`src/include/gpcfg_map.svh`:
```
`ifndef GPCFG_MAP_SVH
`define GPCFG_MAP_SVH

`define GPCFG_OFS_MODE     8'h00
`define GPCFG_OFS_TYPE     8'h04
`define GPCFG_OFS_SLEW     8'h08
`define GPCFG_OFS_PULL     8'h0C
`define GPCFG_OFS_LEVEL    8'h10

`define GPCFG_RST_MODE     32'hFFFAFFFF
`define GPCFG_RST_TYPE     32'h00000000
`define GPCFG_RST_SLEW     32'h0000FFFF
`define GPCFG_RST_PULL     32'h00090000
`define GPCFG_RST_LEVEL    16'h0000

`define GPCFG_MAX_PINS     16
`define GPCFG_FIELD_W      2

`define GPCFG_RESP_OKAY    2'h0
`define GPCFG_RESP_SLVERR  2'h2

`endif

```
`src/include/gpcfg_pkg.sv`:
```
package gpcfg_pkg;

	typedef enum logic [1:0] {
		GPCFG_MODE_INPUT  = 2'h0,
		GPCFG_MODE_OUTPUT = 2'h1,
		GPCFG_MODE_ALT    = 2'h2,
		GPCFG_MODE_ANALOG = 2'h3
	} gpcfg_mode_t;

	typedef enum logic [1:0] {
		GPCFG_PULL_NONE = 2'h0,
		GPCFG_PULL_UP   = 2'h1,
		GPCFG_PULL_DOWN = 2'h2,
		GPCFG_PULL_RSVD = 2'h3
	} gpcfg_pull_t;

endpackage

```
`src/include/gpcfg_regbus_if.sv`:
```
`timescale 1ns/10ps

interface gpcfg_regbus_if #(
	parameter int ADDR_W = 8
);
	logic              wrStb;
	logic [ADDR_W-1:0] wrAddr;
	logic [31:0]       wrData;
	logic [3:0]        wrStrb;
	logic              wrHit;
	logic [ADDR_W-1:0] rdAddr;
	logic [31:0]       rdData;
	logic              rdHit;

	modport slave_end (
		output wrStb, wrAddr, wrData, wrStrb, rdAddr,
		input  wrHit, rdData, rdHit
	);

	modport reg_end (
		input  wrStb, wrAddr, wrData, wrStrb, rdAddr,
		output wrHit, rdData, rdHit
	);
endinterface

```
`src/verilog/gpcfg_axil_slave.sv`:
```
`timescale 1ns/10ps
`include "gpcfg_map.svh"

module gpcfg_axil_slave #(
	parameter int ADDR_W = 8
) (
	// Clock and reset.
	input  wire logic              clock,
	input  wire logic              reset,
	// Write channels.
	input  wire logic [ADDR_W-1:0] s_axi_awaddr,
	input  wire logic              s_axi_awvalid,
	output logic                   s_axi_awready,
	input  wire logic [31:0]       s_axi_wdata,
	input  wire logic [3:0]        s_axi_wstrb,
	input  wire logic              s_axi_wvalid,
	output logic                   s_axi_wready,
	output logic [1:0]             s_axi_bresp,
	output logic                   s_axi_bvalid,
	input  wire logic              s_axi_bready,
	// Read channels.
	input  wire logic [ADDR_W-1:0] s_axi_araddr,
	input  wire logic              s_axi_arvalid,
	output logic                   s_axi_arready,
	output logic [31:0]            s_axi_rdata,
	output logic [1:0]             s_axi_rresp,
	output logic                   s_axi_rvalid,
	input  wire logic              s_axi_rready,
	// Register side.
	gpcfg_regbus_if.slave_end      bus
);
	logic              awHeld_q;
	logic              wHeld_q;
	logic [ADDR_W-1:0] awAddr_q;
	logic [31:0]       wData_q;
	logic [3:0]        wStrb_q;
	logic              bValid_q;
	logic [1:0]        bResp_q;
	logic              rValid_q;
	logic [1:0]        rResp_q;
	logic [31:0]       rData_q;
	wire               awTake;
	wire               wTake;
	wire               arTake;
	wire               doWrite;

	assign s_axi_awready = !awHeld_q && !bValid_q;
	assign s_axi_wready  = !wHeld_q && !bValid_q;
	assign s_axi_arready = !rValid_q;
	assign awTake        = s_axi_awvalid && s_axi_awready;
	assign wTake         = s_axi_wvalid && s_axi_wready;
	assign arTake        = s_axi_arvalid && s_axi_arready;
	assign doWrite       = awHeld_q && wHeld_q;
	assign s_axi_bvalid  = bValid_q;
	assign s_axi_bresp   = bResp_q;
	assign s_axi_rvalid  = rValid_q;
	assign s_axi_rresp   = rResp_q;
	assign s_axi_rdata   = rData_q;
	assign bus.wrStb     = doWrite;
	assign bus.wrAddr    = awAddr_q;
	assign bus.wrData    = wData_q;
	assign bus.wrStrb    = wStrb_q;
	assign bus.rdAddr    = s_axi_araddr;

	// Address and data are caught in either order; the write fires once both are held.
	always_ff @(posedge clock)
	begin
		if (reset)
		begin
			awHeld_q <= 1'b0;
			wHeld_q  <= 1'b0;
			awAddr_q <= '0;
			wData_q  <= 32'h00000000;
			wStrb_q  <= 4'h0;
			bValid_q <= 1'b0;
			bResp_q  <= `GPCFG_RESP_OKAY;
		end
		else
		begin
			if (awTake)
			begin
				awHeld_q <= 1'b1;
				awAddr_q <= s_axi_awaddr;
			end
			if (wTake)
			begin
				wHeld_q <= 1'b1;
				wData_q <= s_axi_wdata;
				wStrb_q <= s_axi_wstrb;
			end
			if (doWrite)
			begin
				awHeld_q <= 1'b0;
				wHeld_q  <= 1'b0;
				bValid_q <= 1'b1;
				bResp_q  <= bus.wrHit ? `GPCFG_RESP_OKAY : `GPCFG_RESP_SLVERR;
			end
			else if (bValid_q && s_axi_bready)
				bValid_q <= 1'b0;
		end
	end

	// Read data is captured on the address handshake.
	always_ff @(posedge clock)
	begin
		if (reset)
		begin
			rValid_q <= 1'b0;
			rResp_q  <= `GPCFG_RESP_OKAY;
			rData_q  <= 32'h00000000;
		end
		else if (arTake)
		begin
			rValid_q <= 1'b1;
			rResp_q  <= bus.rdHit ? `GPCFG_RESP_OKAY : `GPCFG_RESP_SLVERR;
			rData_q  <= bus.rdData;
		end
		else if (rValid_q && s_axi_rready)
			rValid_q <= 1'b0;
	end
endmodule

```
`src/verilog/gpcfg_port.sv`:
```
// Register access over AXI4-Lite is this design's own decision.
`timescale 1ns/10ps
`include "gpcfg_map.svh"

module gpcfg_port #(
	parameter int PIN_COUNT = 16,
	parameter int ADDR_W    = 8
) (
	// Clock and reset.
	input  wire logic              clock,
	input  wire logic              reset,
	// AXI4-Lite write channels.
	input  wire logic [ADDR_W-1:0] s_axi_awaddr,
	input  wire logic              s_axi_awvalid,
	output logic                   s_axi_awready,
	input  wire logic [31:0]       s_axi_wdata,
	input  wire logic [3:0]        s_axi_wstrb,
	input  wire logic              s_axi_wvalid,
	output logic                   s_axi_wready,
	output logic [1:0]             s_axi_bresp,
	output logic                   s_axi_bvalid,
	input  wire logic              s_axi_bready,
	// AXI4-Lite read channels.
	input  wire logic [ADDR_W-1:0] s_axi_araddr,
	input  wire logic              s_axi_arvalid,
	output logic                   s_axi_arready,
	output logic [31:0]            s_axi_rdata,
	output logic [1:0]             s_axi_rresp,
	output logic                   s_axi_rvalid,
	input  wire logic              s_axi_rready,
	// Pad levels.
	input  wire logic [15:0]       padIn,
	// Raw pad configuration.
	output logic [31:0]            pinMode,
	output logic [15:0]            driverType,
	output logic [15:0]            edgeRate,
	output logic [31:0]            pullSelect,
	// Decoded pad controls.
	output logic [15:0]            padAnalog,
	output logic [15:0]            padDigitalOut,
	output logic [15:0]            padAltFunc,
	output logic [15:0]            padOpenDrain,
	output logic [15:0]            padPullUp,
	output logic [15:0]            padPullDown
);
	function automatic logic [31:0] spreadBits(input logic [15:0] b);
		logic [31:0] r;
		r = 32'h00000000;
		for (int i = 0; i < 16; i++)
		begin
			r[2*i]   = b[i];
			r[2*i+1] = b[i];
		end
		return r;
	endfunction

	function automatic logic [31:0] laneMask(input logic [3:0] s);
		return {{8{s[3]}}, {8{s[2]}}, {8{s[1]}}, {8{s[0]}}};
	endfunction

	function automatic logic [31:0] mergeWrite(
		input logic [31:0] old,
		input logic [31:0] data,
		input logic [3:0]  strb,
		input logic [31:0] keep
	);
		logic [31:0] lanes;
		lanes = laneMask(strb);
		return ((old & ~lanes) | (data & lanes)) & keep;
	endfunction

	function automatic logic [15:0] fieldIs(input logic [31:0] f, input logic [1:0] code);
		logic [15:0] r;
		r = 16'h0000;
		for (int i = 0; i < 16; i++)
			r[i] = (f[2*i +: 2] == code);
		return r;
	endfunction

	function automatic logic addrIs(input logic [ADDR_W-1:0] a, input logic [7:0] ofs);
		return {a[ADDR_W-1:2], 2'b00} == ADDR_W'(ofs);
	endfunction

	localparam logic [15:0] PIN_MASK   = 16'((32'h1 << PIN_COUNT) - 32'h1);
	localparam logic [31:0] BIT_MASK   = {16'h0000, PIN_MASK};
	localparam logic [31:0] FIELD_MASK = spreadBits(PIN_MASK);
	localparam logic [31:0] RST_MODE   = `GPCFG_RST_MODE & FIELD_MASK;
	localparam logic [31:0] RST_TYPE   = `GPCFG_RST_TYPE & BIT_MASK;
	localparam logic [31:0] RST_SLEW   = `GPCFG_RST_SLEW & BIT_MASK;
	localparam logic [31:0] RST_PULL   = `GPCFG_RST_PULL & FIELD_MASK;

	if (PIN_COUNT < 1 || PIN_COUNT > `GPCFG_MAX_PINS)
		$error("PIN_COUNT must lie between 1 and 16.");
	if (ADDR_W < 5 || ADDR_W > 32)
		$error("ADDR_W must lie between 5 and 32.");

	gpcfg_regbus_if #(.ADDR_W(ADDR_W)) bus ();

	gpcfg_axil_slave #(.ADDR_W(ADDR_W)) u_slave (
		.clock         (clock),
		.reset         (reset),
		.s_axi_awaddr  (s_axi_awaddr),
		.s_axi_awvalid (s_axi_awvalid),
		.s_axi_awready (s_axi_awready),
		.s_axi_wdata   (s_axi_wdata),
		.s_axi_wstrb   (s_axi_wstrb),
		.s_axi_wvalid  (s_axi_wvalid),
		.s_axi_wready  (s_axi_wready),
		.s_axi_bresp   (s_axi_bresp),
		.s_axi_bvalid  (s_axi_bvalid),
		.s_axi_bready  (s_axi_bready),
		.s_axi_araddr  (s_axi_araddr),
		.s_axi_arvalid (s_axi_arvalid),
		.s_axi_arready (s_axi_arready),
		.s_axi_rdata   (s_axi_rdata),
		.s_axi_rresp   (s_axi_rresp),
		.s_axi_rvalid  (s_axi_rvalid),
		.s_axi_rready  (s_axi_rready),
		.bus           (bus.slave_end)
	);

	logic [31:0] modeQ;
	logic [31:0] typeQ;
	logic [31:0] slewQ;
	logic [31:0] pullQ;
	logic [15:0] syncMeta_q;
	logic [15:0] levelQ;
	logic [15:0] analog_q;
	logic [15:0] digOut_q;
	logic [15:0] altFunc_q;
	logic [15:0] openDrain_q;
	logic [15:0] pullUp_q;
	logic [15:0] pullDown_q;
	wire  [31:0] modeD;
	wire  [31:0] typeD;
	wire  [31:0] slewD;
	wire  [31:0] pullD;
	wire  [15:0] digOutD;
	wire         modeWr;
	wire         typeWr;
	wire         slewWr;
	wire         pullWr;
	wire         levelWr;
	wire         rdMode;
	wire         rdType;
	wire         rdSlew;
	wire         rdPull;
	wire         rdLevel;
	wire  [31:0] rdWord;

	assign modeWr  = bus.wrStb && addrIs(bus.wrAddr, `GPCFG_OFS_MODE);
	assign typeWr  = bus.wrStb && addrIs(bus.wrAddr, `GPCFG_OFS_TYPE);
	assign slewWr  = bus.wrStb && addrIs(bus.wrAddr, `GPCFG_OFS_SLEW);
	assign pullWr  = bus.wrStb && addrIs(bus.wrAddr, `GPCFG_OFS_PULL);
	assign levelWr = bus.wrStb && addrIs(bus.wrAddr, `GPCFG_OFS_LEVEL);
	assign bus.wrHit = addrIs(bus.wrAddr, `GPCFG_OFS_MODE) ||
		addrIs(bus.wrAddr, `GPCFG_OFS_TYPE) || addrIs(bus.wrAddr, `GPCFG_OFS_SLEW) ||
		addrIs(bus.wrAddr, `GPCFG_OFS_PULL) || addrIs(bus.wrAddr, `GPCFG_OFS_LEVEL);

	// mode fields merge by byte lane
	assign modeD = modeWr ? mergeWrite(modeQ, bus.wrData, bus.wrStrb, FIELD_MASK) : modeQ;
	assign typeD = typeWr ? mergeWrite(typeQ, bus.wrData, bus.wrStrb, BIT_MASK) : typeQ;
	assign slewD = slewWr ? mergeWrite(slewQ, bus.wrData, bus.wrStrb, BIT_MASK) : slewQ;
	// pull fields merge by byte lane
	assign pullD = pullWr ? mergeWrite(pullQ, bus.wrData, bus.wrStrb, FIELD_MASK) : pullQ;

	always_ff @(posedge clock)
	begin
		if (reset)
		begin
			modeQ <= RST_MODE;
			typeQ <= RST_TYPE;
			slewQ <= RST_SLEW;
			pullQ <= RST_PULL;
		end
		else
		begin
			modeQ <= modeD;
			typeQ <= typeD;
			slewQ <= slewD;
			pullQ <= pullD;
		end
	end

	always_ff @(posedge clock)
	begin
		if (reset)
		begin
			syncMeta_q <= `GPCFG_RST_LEVEL;
			levelQ     <= `GPCFG_RST_LEVEL;
		end
		else
		begin
			syncMeta_q <= padIn & PIN_MASK;
			levelQ     <= syncMeta_q;
		end
	end

	// reserved pull code drives neither resistor
	assign digOutD = fieldIs(modeD, gpcfg_pkg::GPCFG_MODE_OUTPUT) |
		fieldIs(modeD, gpcfg_pkg::GPCFG_MODE_ALT);

	always_ff @(posedge clock)
	begin
		if (reset)
		begin
			analog_q    <= fieldIs(RST_MODE, gpcfg_pkg::GPCFG_MODE_ANALOG);
			digOut_q    <= fieldIs(RST_MODE, gpcfg_pkg::GPCFG_MODE_OUTPUT) |
				fieldIs(RST_MODE, gpcfg_pkg::GPCFG_MODE_ALT);
			altFunc_q   <= fieldIs(RST_MODE, gpcfg_pkg::GPCFG_MODE_ALT);
			openDrain_q <= 16'h0000;
			pullUp_q    <= fieldIs(RST_PULL, gpcfg_pkg::GPCFG_PULL_UP);
			pullDown_q  <= fieldIs(RST_PULL, gpcfg_pkg::GPCFG_PULL_DOWN);
		end
		else
		begin
			analog_q    <= fieldIs(modeD, gpcfg_pkg::GPCFG_MODE_ANALOG);
			digOut_q    <= digOutD;
			altFunc_q   <= fieldIs(modeD, gpcfg_pkg::GPCFG_MODE_ALT);
			openDrain_q <= typeD[15:0] & digOutD;
			pullUp_q    <= fieldIs(pullD, gpcfg_pkg::GPCFG_PULL_UP);
			pullDown_q  <= fieldIs(pullD, gpcfg_pkg::GPCFG_PULL_DOWN);
		end
	end

	assign pinMode       = modeQ;
	assign driverType    = typeQ[15:0];
	assign edgeRate      = slewQ[15:0];
	assign pullSelect    = pullQ;
	assign padAnalog     = analog_q;
	assign padDigitalOut = digOut_q;
	assign padAltFunc    = altFunc_q;
	assign padOpenDrain  = openDrain_q;
	assign padPullUp     = pullUp_q;
	assign padPullDown   = pullDown_q;

	assign rdMode  = addrIs(bus.rdAddr, `GPCFG_OFS_MODE);
	assign rdType  = addrIs(bus.rdAddr, `GPCFG_OFS_TYPE);
	assign rdSlew  = addrIs(bus.rdAddr, `GPCFG_OFS_SLEW);
	assign rdPull  = addrIs(bus.rdAddr, `GPCFG_OFS_PULL);
	assign rdLevel = addrIs(bus.rdAddr, `GPCFG_OFS_LEVEL);

	// input levels read back in the low half
	assign rdWord = rdMode ? modeQ :
		rdType ? typeQ :
		rdSlew ? slewQ :
		rdPull ? pullQ :
		rdLevel ? {16'h0000, levelQ} : 32'h00000000;
	assign bus.rdData = rdWord;
	assign bus.rdHit  = rdMode || rdType || rdSlew || rdPull || rdLevel;

	a_mode_reset: assert property (@(posedge clock)
		reset |=> modeQ == RST_MODE && padAnalog == fieldIs(RST_MODE, 2'h3))
		else $error("Mode register missed its reset value.");

	a_pull_reset: assert property (@(posedge clock)
		reset |=> pullQ == RST_PULL && padPullUp == fieldIs(RST_PULL, 2'h1))
		else $error("Pull register missed its reset value.");

	a_slew_reset: assert property (@(posedge clock)
		reset |=> edgeRate == RST_SLEW[15:0])
		else $error("Slew register missed its reset value.");

	a_type_clear: assert property (@(posedge clock)
		reset |=> typeQ == 32'h00000000 && levelQ == 16'h0000)
		else $error("Type or input data not cleared by reset.");

	a_input_sync: assert property (@(posedge clock)
		(!reset)[*3] |-> levelQ == ($past(padIn, 2) & PIN_MASK))
		else $error("Input level does not follow pad two cycles late.");

	a_level_readonly: assert property (@(posedge clock) disable iff (reset)
		levelWr |=> $stable(modeQ) && $stable(typeQ) && $stable(slewQ) && $stable(pullQ))
		else $error("Write to input data changed a register.");

	a_reserved_zero: assert property (@(posedge clock) disable iff (reset)
		(rdType || rdSlew || rdLevel) |-> rdWord[31:16] == 16'h0000)
		else $error("Reserved half of a register reads nonzero.");

	a_unimpl_zero: assert property (@(posedge clock)
		(modeQ & ~FIELD_MASK) == 32'h0 && (pullQ & ~FIELD_MASK) == 32'h0 &&
		(slewQ & ~BIT_MASK) == 32'h0 && (levelQ & ~PIN_MASK) == 16'h0)
		else $error("Unimplemented pin field is nonzero.");

	a_mode_write: assert property (@(posedge clock) disable iff (reset)
		modeWr && bus.wrStrb == 4'hF |=> modeQ == ($past(bus.wrData) & FIELD_MASK)
		##0 padAltFunc == fieldIs(modeQ, 2'h2))
		else $error("Mode write did not land.");

	a_type_write: assert property (@(posedge clock) disable iff (reset)
		typeWr && bus.wrStrb == 4'hF |=> typeQ == ($past(bus.wrData) & BIT_MASK)
		&& padOpenDrain == (typeQ[15:0] & padDigitalOut))
		else $error("Type write or open-drain decode wrong.");

	a_slew_write: assert property (@(posedge clock) disable iff (reset)
		slewWr && bus.wrStrb[1:0] == 2'h3 |=> edgeRate == ($past(bus.wrData[15:0]) & PIN_MASK))
		else $error("Slew write did not reach the pads.");

	a_pull_decode: assert property (@(posedge clock) disable iff (reset)
		(padPullUp & padPullDown) == 16'h0000 && padPullUp == fieldIs(pullQ, 2'h1))
		else $error("Pull decode wrong.");
endmodule

```
`config.mk`:
```
export PLATFORM = sky130hd
export DESIGN_NAME = gpcfg_port
export DESIGN_NICKNAME = d
export VERILOG_FILES = /design/src/include/gpcfg_pkg.sv /design/src/include/gpcfg_regbus_if.sv /design/src/verilog/gpcfg_axil_slave.sv /design/src/verilog/gpcfg_port.sv
export VERILOG_INCLUDE_DIRS = /design/src /design/src/include
export SDC_FILE = /design/constraint.sdc
export NUM_CORES = 1
export LEC_CHECK = 0
export BUFFER_PORTS_ARGS = -buffer_cell sky130_fd_sc_hd__buf_2
export CORE_AREA = 2 2 187 189
export DETAILED_ROUTE_END_ITERATION = 12
export DIE_AREA = 0 0 189 191
export PLACE_DENSITY = 0.65
export SYNTH_ARGS = -nofsm -noshare
export SYNTH_HDL_FRONTEND = slang
export SYNTH_SLANG_ARGS = --single-unit
```
`constraint.sdc`:
```
create_clock -name clock -period 2.5 [get_ports clock]
set_input_delay 0.125 -clock clock [delete_from_list [all_inputs] [get_ports clock]]
set_output_delay 0.125 -clock clock [all_outputs]
set_load 0.01 [all_outputs]
```
; Yosys cells after proc, flatten, opt, wreduce, memory -nomap -nowiden
; Cells that the tools add are included.
[totals]
reg_bits = 308
ramBits = 0
elab_cells = 165
inputBits = 75
latchBits = 0
rom_bits = 0
out_inout_bits = 233
n_memories = 0
[op_classes]
eq_ne = 88
magnitude_cmp = 0
muxes = 14
n_shift = 0
n_addsub = 0
div = 0
n_reduce_logical = 29
bitwise = 12
n_mul = 0
[ops]
columns = cell, n
row1 = $mux 32, 6
row2 = $and 32x32->32, 3
row3 = $eq 2x2->1 const B, 48
row4 = $eq 2x1->1 const B, 32
row5 = $or 32x32->32, 2
row6 = $and 16x16->16, 3
row7 = $or 16x16->16, 3
row8 = $mux 16, 2
row9 = $not 32->32, 1
row10 = $eq 6x2->1 const B, 4
row11 = $eq 6x1->1 const B, 2
row12 = $eq 6x3->1 const B, 2
row13 = $logic_and 1x1->1, 12
row14 = $logic_not 6->1, 2
row15 = $logic_or 1x1->1, 8
row16 = $logic_not 1->1, 4
row17 = $mux 1, 4
row18 = $mux 2, 2
row19 = $reduce_bool 2->1, 2
row20 = $reduce_or 2->1, 1

; Longest topological paths before layout
[depth]
word_depth = 7
depth_mapped = 7
ltp_nobuf = 6

; Hierarchy
; Synthesis repeated with hierarchy kept, for this count alone.
[hier_totals]
hier_cells = 1271
area_unflattened_um2 = 11659.9
[by_module_without_submodules]
columns = module, cells_each, n_inst, seq_area_each_um2, area_each_um2
row1 = gpcfg_port, 910, 1, 4484.3, 8695.8
row2 = gpcfg_axil_slave, 361, 1, 1641.6, 2964.1

; Worst setup path after synthesis
; No wires, ideal clock.
[synth_path]
path_kind = reg-to-reg
startpoint = register u_slave.awAddr_q[7], in the netlist u_slave.bus.wrAddr[7]
endpoint = register analog_q[0], in the netlist padAnalog[0]
arrival_time_ps = 1932
required_time_ps = 2377
setup_slack_ps = 445
synth_period_minus_slack_ps = 2055
stages_incl_launch_ff = 8
setup_ps = 123
n_path_buf = 1
path_cell_list = dfxtp_1 > buf_6 > nor3_4 > nand4_4 > mux2i_1 > inv_1 > ha_1 > or2_2
[synth_between]
elab_chain_cells = 4
[synth_rtl]
columns = element, line
row1 = start: declaration, gpcfg_axil_slave.sv:34  ; logic [ADDR_W-1:0] awAddr_q;
row2 = start signal: assignment, gpcfg_axil_slave.sv:83  ; awAddr_q <= s_axi_awaddr;
row3 = $logic_not 6->1, gpcfg_port.sv:81  ; return {a[ADDR_W-1:2], 2'b00} == ADDR_W'(ofs);
row4 = $logic_and 1x1->1, gpcfg_port.sv:151  ; assign modeWr = bus.wrStb && addrIs(bus.wrAddr, `GPCFG_OFS_MODE);
row5 = $mux 32, gpcfg_port.sv:161  ; assign modeD = modeWr ? mergeWrite(modeQ, bus.wrData, bus.wrStrb, FIELD_MASK) : modeQ;
row6 = named net modeD[0], gpcfg_port.sv:134  ; wire [31:0] modeD;
row7 = $eq 2x2->1, gpcfg_port.sv:76  ; r[i] = (f[2*i +: 2] == code);
row8 = end signal: assignment, gpcfg_port.sv:207  ; analog_q <= fieldIs(RST_MODE, gpcfg_pkg::GPCFG_MODE_ANALOG);
row9 = end signal: assignment, gpcfg_port.sv:217  ; analog_q <= fieldIs(modeD, gpcfg_pkg::GPCFG_MODE_ANALOG);
row10 = end: declaration, gpcfg_port.sv:128  ; logic [15:0] analog_q;
; The timed path passes the listed nets, and every way through them passes these cells.
; A chain may end at the register's enable or synchronous reset.

; Worst setup path after layout
[layout_path]
startpoint = register u_slave.awAddr_q[4], in the netlist u_slave.bus.wrAddr[4]
endpoint = register analog_q[10], in the netlist padAnalog[10]
; Same word-level chain as after synthesis.

==> qor.csv <==
stage,metric,value,unit
clocking,later-pin clock latency in the skew report,0.51,ns
logic_synthesis,"Seq/Total Area, Yosys",0.516,
worst_setup_path,Worst EP required,2.89,ns
logic_synthesis,mux contribution to synthesized area,0.0475,
detailed_routing,drt initial violations,616,
detailed_routing,Detailed Routing Iterations Pass 1,7,
logic_synthesis,fraction of the mapped netlist area in adder cells,0.0339,
worst_setup_path,kind of critical path,flop to flop,
worst_setup_path,"Largest stage delay, worst path",0.54,ns
sta,RSZ-0062 raised after global routing,false,
detailed_routing,Routed WL per cell,18.4,um
global_route,initial antenna violation count,0,
place,placed cell areas,0.0139,mm2
global_route,grt ovf,0,
die,Rows,68,
logic_synthesis,Synth Area in Compound Gates,0.101,
place,setup slack at placement,0.232,ns
layout,post-route cell area,0.0156,mm2
detailed_routing,final wirelength,38300,um
outcome,result of the run,"finished, final reports clean",
die,die width,189,um
sta,Slew HR,0.460,
logic_synthesis,Post-Synth Simple-Gate Area,0.264,
sta,Fin. Hold Viols,0,
logic_synthesis,synthesized area,0.0118,mm2
layout,final net count,1715,
die,Top-Level Pins,308,
global_route,met3 GRT Util,0.0360,
layout,diode count,0,
global_route,pin count of the biggest net entering global routing,99,
pwr,IR Drop Worst-Case VDD,407,uV
clocking,Resized Gates After CTS,0,
clocking,"Setup Fix Bufs, Post-CTS",0,
logic_synthesis,Post-Synth XOR/XNOR Area,0,
global_route,wire length of the first global-routing pass,57300,um
global_route,GRT busiest layer,met2,
logic_synthesis,Syn. warnings,0,
place,HPWL after DPL,27200,um
logic_synthesis,synthesis-stage register bit count,304,
detailed_routing,DR vias/cell,4.94,
global_route,vias in the first global route,9763,
sta,fmax,448,MHz
clocking,clock transition at the registers of the reported paths,0.06,ns
worst_setup_path,crit end category,flop,
layout,layout cells sized above 1,0.269,
logic_synthesis,Yosys cell types,44,
worst_setup_path,worst path buffer plus inverter count,1,
sta,Final Max Tran Viols,0,
die,Die H,191,um
sta,setup ws final,0.267,ns
job,max_cap viols,0,
sta,endpoints failing setup,0,
layout,Area Overhead vs Synth,32.1,%
place,number of port buffers,301,
clocking,htree depth,2,
detailed_routing,total number of vias,10296,
sta,fin crit period,2.23,ns
logic_synthesis,cells after synthesis,1263,
detailed_routing,"antenna viol nets, final",0,
clocking,clock sink total,304,
die,Core ar.,0.0341,mm2
clocking,clk root buf,clkbuf_16,
pwr,leakage power,6.55,nW
clocking,Clock Path Buffers,3,
worst_setup_path,crit-path cells,"and3b_1, nand4_4, mux2i_1, inv_1, ha_1, or2_2",
global_route,grt met2 use,0.344,
global_route,gr usage total,0.205,
sta,fin crit share,0.893,
die,Initial Util,0.346,
detailed_routing,DR DRC count,0,
global_route,grt met1 use,0.264,
clocking,CTS Buf Count,34,
worst_setup_path,crit path DAT,2.62,ns
worst_setup_path,"Slowest-stage cell, CP",and3b_1,
sta,Worst-Margin Slew,0.810,ns
sta,clk_skew,0.0306,ns
logic_synthesis,Post-Syn Area per Cell,9.34,um2
die,die area,0.0361,mm2
pwr,Power Density,697,mW/mm2
worst_setup_path,Crit path max-delay family,simple AND/OR/NAND/NOR gates,
worst_setup_path,CP max FO,8,
layout,Final Non-Filler Cells,2085,
min_path,Hold Crit Class,input pin to flop,
place,gpl congestion,0.844,
worst_setup_path,Setup crit start kind,flop,
clocking,Hold Buf Count CTS,61,
clocking,CTS tree,done,
logic_synthesis,largest family of logic cells by synthesized area,simple AND/OR/NAND/NOR gates,
place,placed cells,1966,
sta,final setup TNS,0,ns
==> routing by layer <==
layer | vias to the layer above | wire, um
met5 | - | 0
met4 | 0 | 1250
met3 | 73 | 2260
met2 | 350 | 18200
met1 | 4880 | 16700
li1 | 4993 | -
==> cells by family (layout without fill, tap and decap cells) <==
family / count (synthesis) / in the layout
AND/OR/NAND/NOR: 558 / 558
flip-flops: 304 / 304
AO/OA/AOI/OAI: 201 / 201
buffers and inverters: 113 / 479
multiplexers: 54 / 54
adder cells (fa/ha/maj): 32 / 32
other: 1 / 2
==> synthesized netlist by cell type (all sizes together) <==
cell	instances	share of area
dfxtp	304	0.52
nand2	156	0.050
a21oi	146	0.062
nand3b	93	0.059
nor2	92	0.029
clkbuf	73	0.023
nor2b	52	0.028
nor3	51	0.023
mux2i	38	0.032
nand2b	34	0.018
ha	32	0.034
or2	32	0.017
inv	24	0.0076
a211oi	17	0.011
a221oi	16	0.012
and3	16	0.0085
buf	16	0.0075
mux2	16	0.015
o2bb2ai	15	0.011
nand4	8	0.010
nand3	6	0.0025
nor4	6	0.010
or3	3	0.0016
a311o	2	0.0017
and2	2	0.0011
and4bb	2	0.0021
nor3b	2	0.0013
a21o	1	0.00064
a221o	1	0.00085
a31oi	1	0.00053
and3b	1	0.00074
conb	1	0.00032
nand4bb	1	0.0014
o21a	1	0.00064
o21ai	1	0.00042
or4	1	0.00064
==> per-stage QoR <==
step,utilization,power (mW),hold WS [ns]
2_1_floorplan,-,5.58,0.224
6_report,0.457,10.9,0.0557
3_3_place_gp,0.406,5.88,0.309
4_1_cts,0.457,11.0,0.0901
3_5_place_dp,0.406,5.90,0.316
5_1_grt,0.457,11.2,0.113
==> where the power goes <==
group          leakage (nW)  switching (mW)  internal [mW]
clock                 0.553            2.01           2.99
combinational          3.53           0.450          0.333
sequential             2.47           0.109           4.97
==> layout make-up <==
class,count,area (um2)
multi-input combinational,847,5280
tap,455,569
clock buffer,47,991
clock inverter,11,124
inverter,24,90.1
fill,3300,18500
sequential,304,6090
timing repair buffer,397,2440
==> layout by cell type, fill, tap and decap left out, types with 2 or more instances in the layout <==
cell type,n
or2_2,16
clkbuf_1,5
dfxtp_1,304
dlygate4sd3_1,61
nand4_4,4
and4bb_2,2
or2_1,16
a311o_1,2
mux2_2,16
nand2b_1,34
clkbuf_16,35
o2bb2ai_1,15
nor2_1,92
a221oi_1,16
nor4_4,6
inv_1,24
clkinv_2,4
clkbuf_8,7
bufinv_16,2
nand2_1,156
nand4_2,2
nand4_1,2
a211oi_1,17
or3_1,3
ha_1,32
inv_6,3
nand3b_1,93
buf_12,4
buf_2,300
conb_1,2
buf_4,31
clkinv_4,2
nor2b_1,51
nand3_1,6
and3_1,16
nor3b_1,2
a21oi_1,146
nor3_1,50
mux2i_1,38
==> worst paths after layout <==
check / slack, ns / cells past startpoint / to / from
worst max-delay path: 0.27 / 6 / padAnalog[10] / u_slave.bus.wrAddr[4]
worst min-delay path: 0.06 / 2 / typeQ[0] / reset
worst max register to register: 0.27 / 6 / padAnalog[10] / u_slave.bus.wrAddr[4]
worst min register to register: 0.43 / 1 / levelQ[0] / syncMeta_q[0]
==> sequential cells by signal (all words and copies together), names as in the netlist, 4 cells and up, named ones only <==
register / cells
padDigitalOut: 16
u_slave.s_axi_rdata: 32
padPullUp: 16
syncMeta_q: 16
u_slave.bus.wrAddr: 6
padOpenDrain: 16
levelQ: 16
u_slave.bus.wrData: 32
u_slave.bus.wrStrb: 4
typeQ: 16
padAltFunc: 16
pullSelect: 32
pinMode: 32
padPullDown: 16
padAnalog: 16
(Power assumes the default switching activity.)
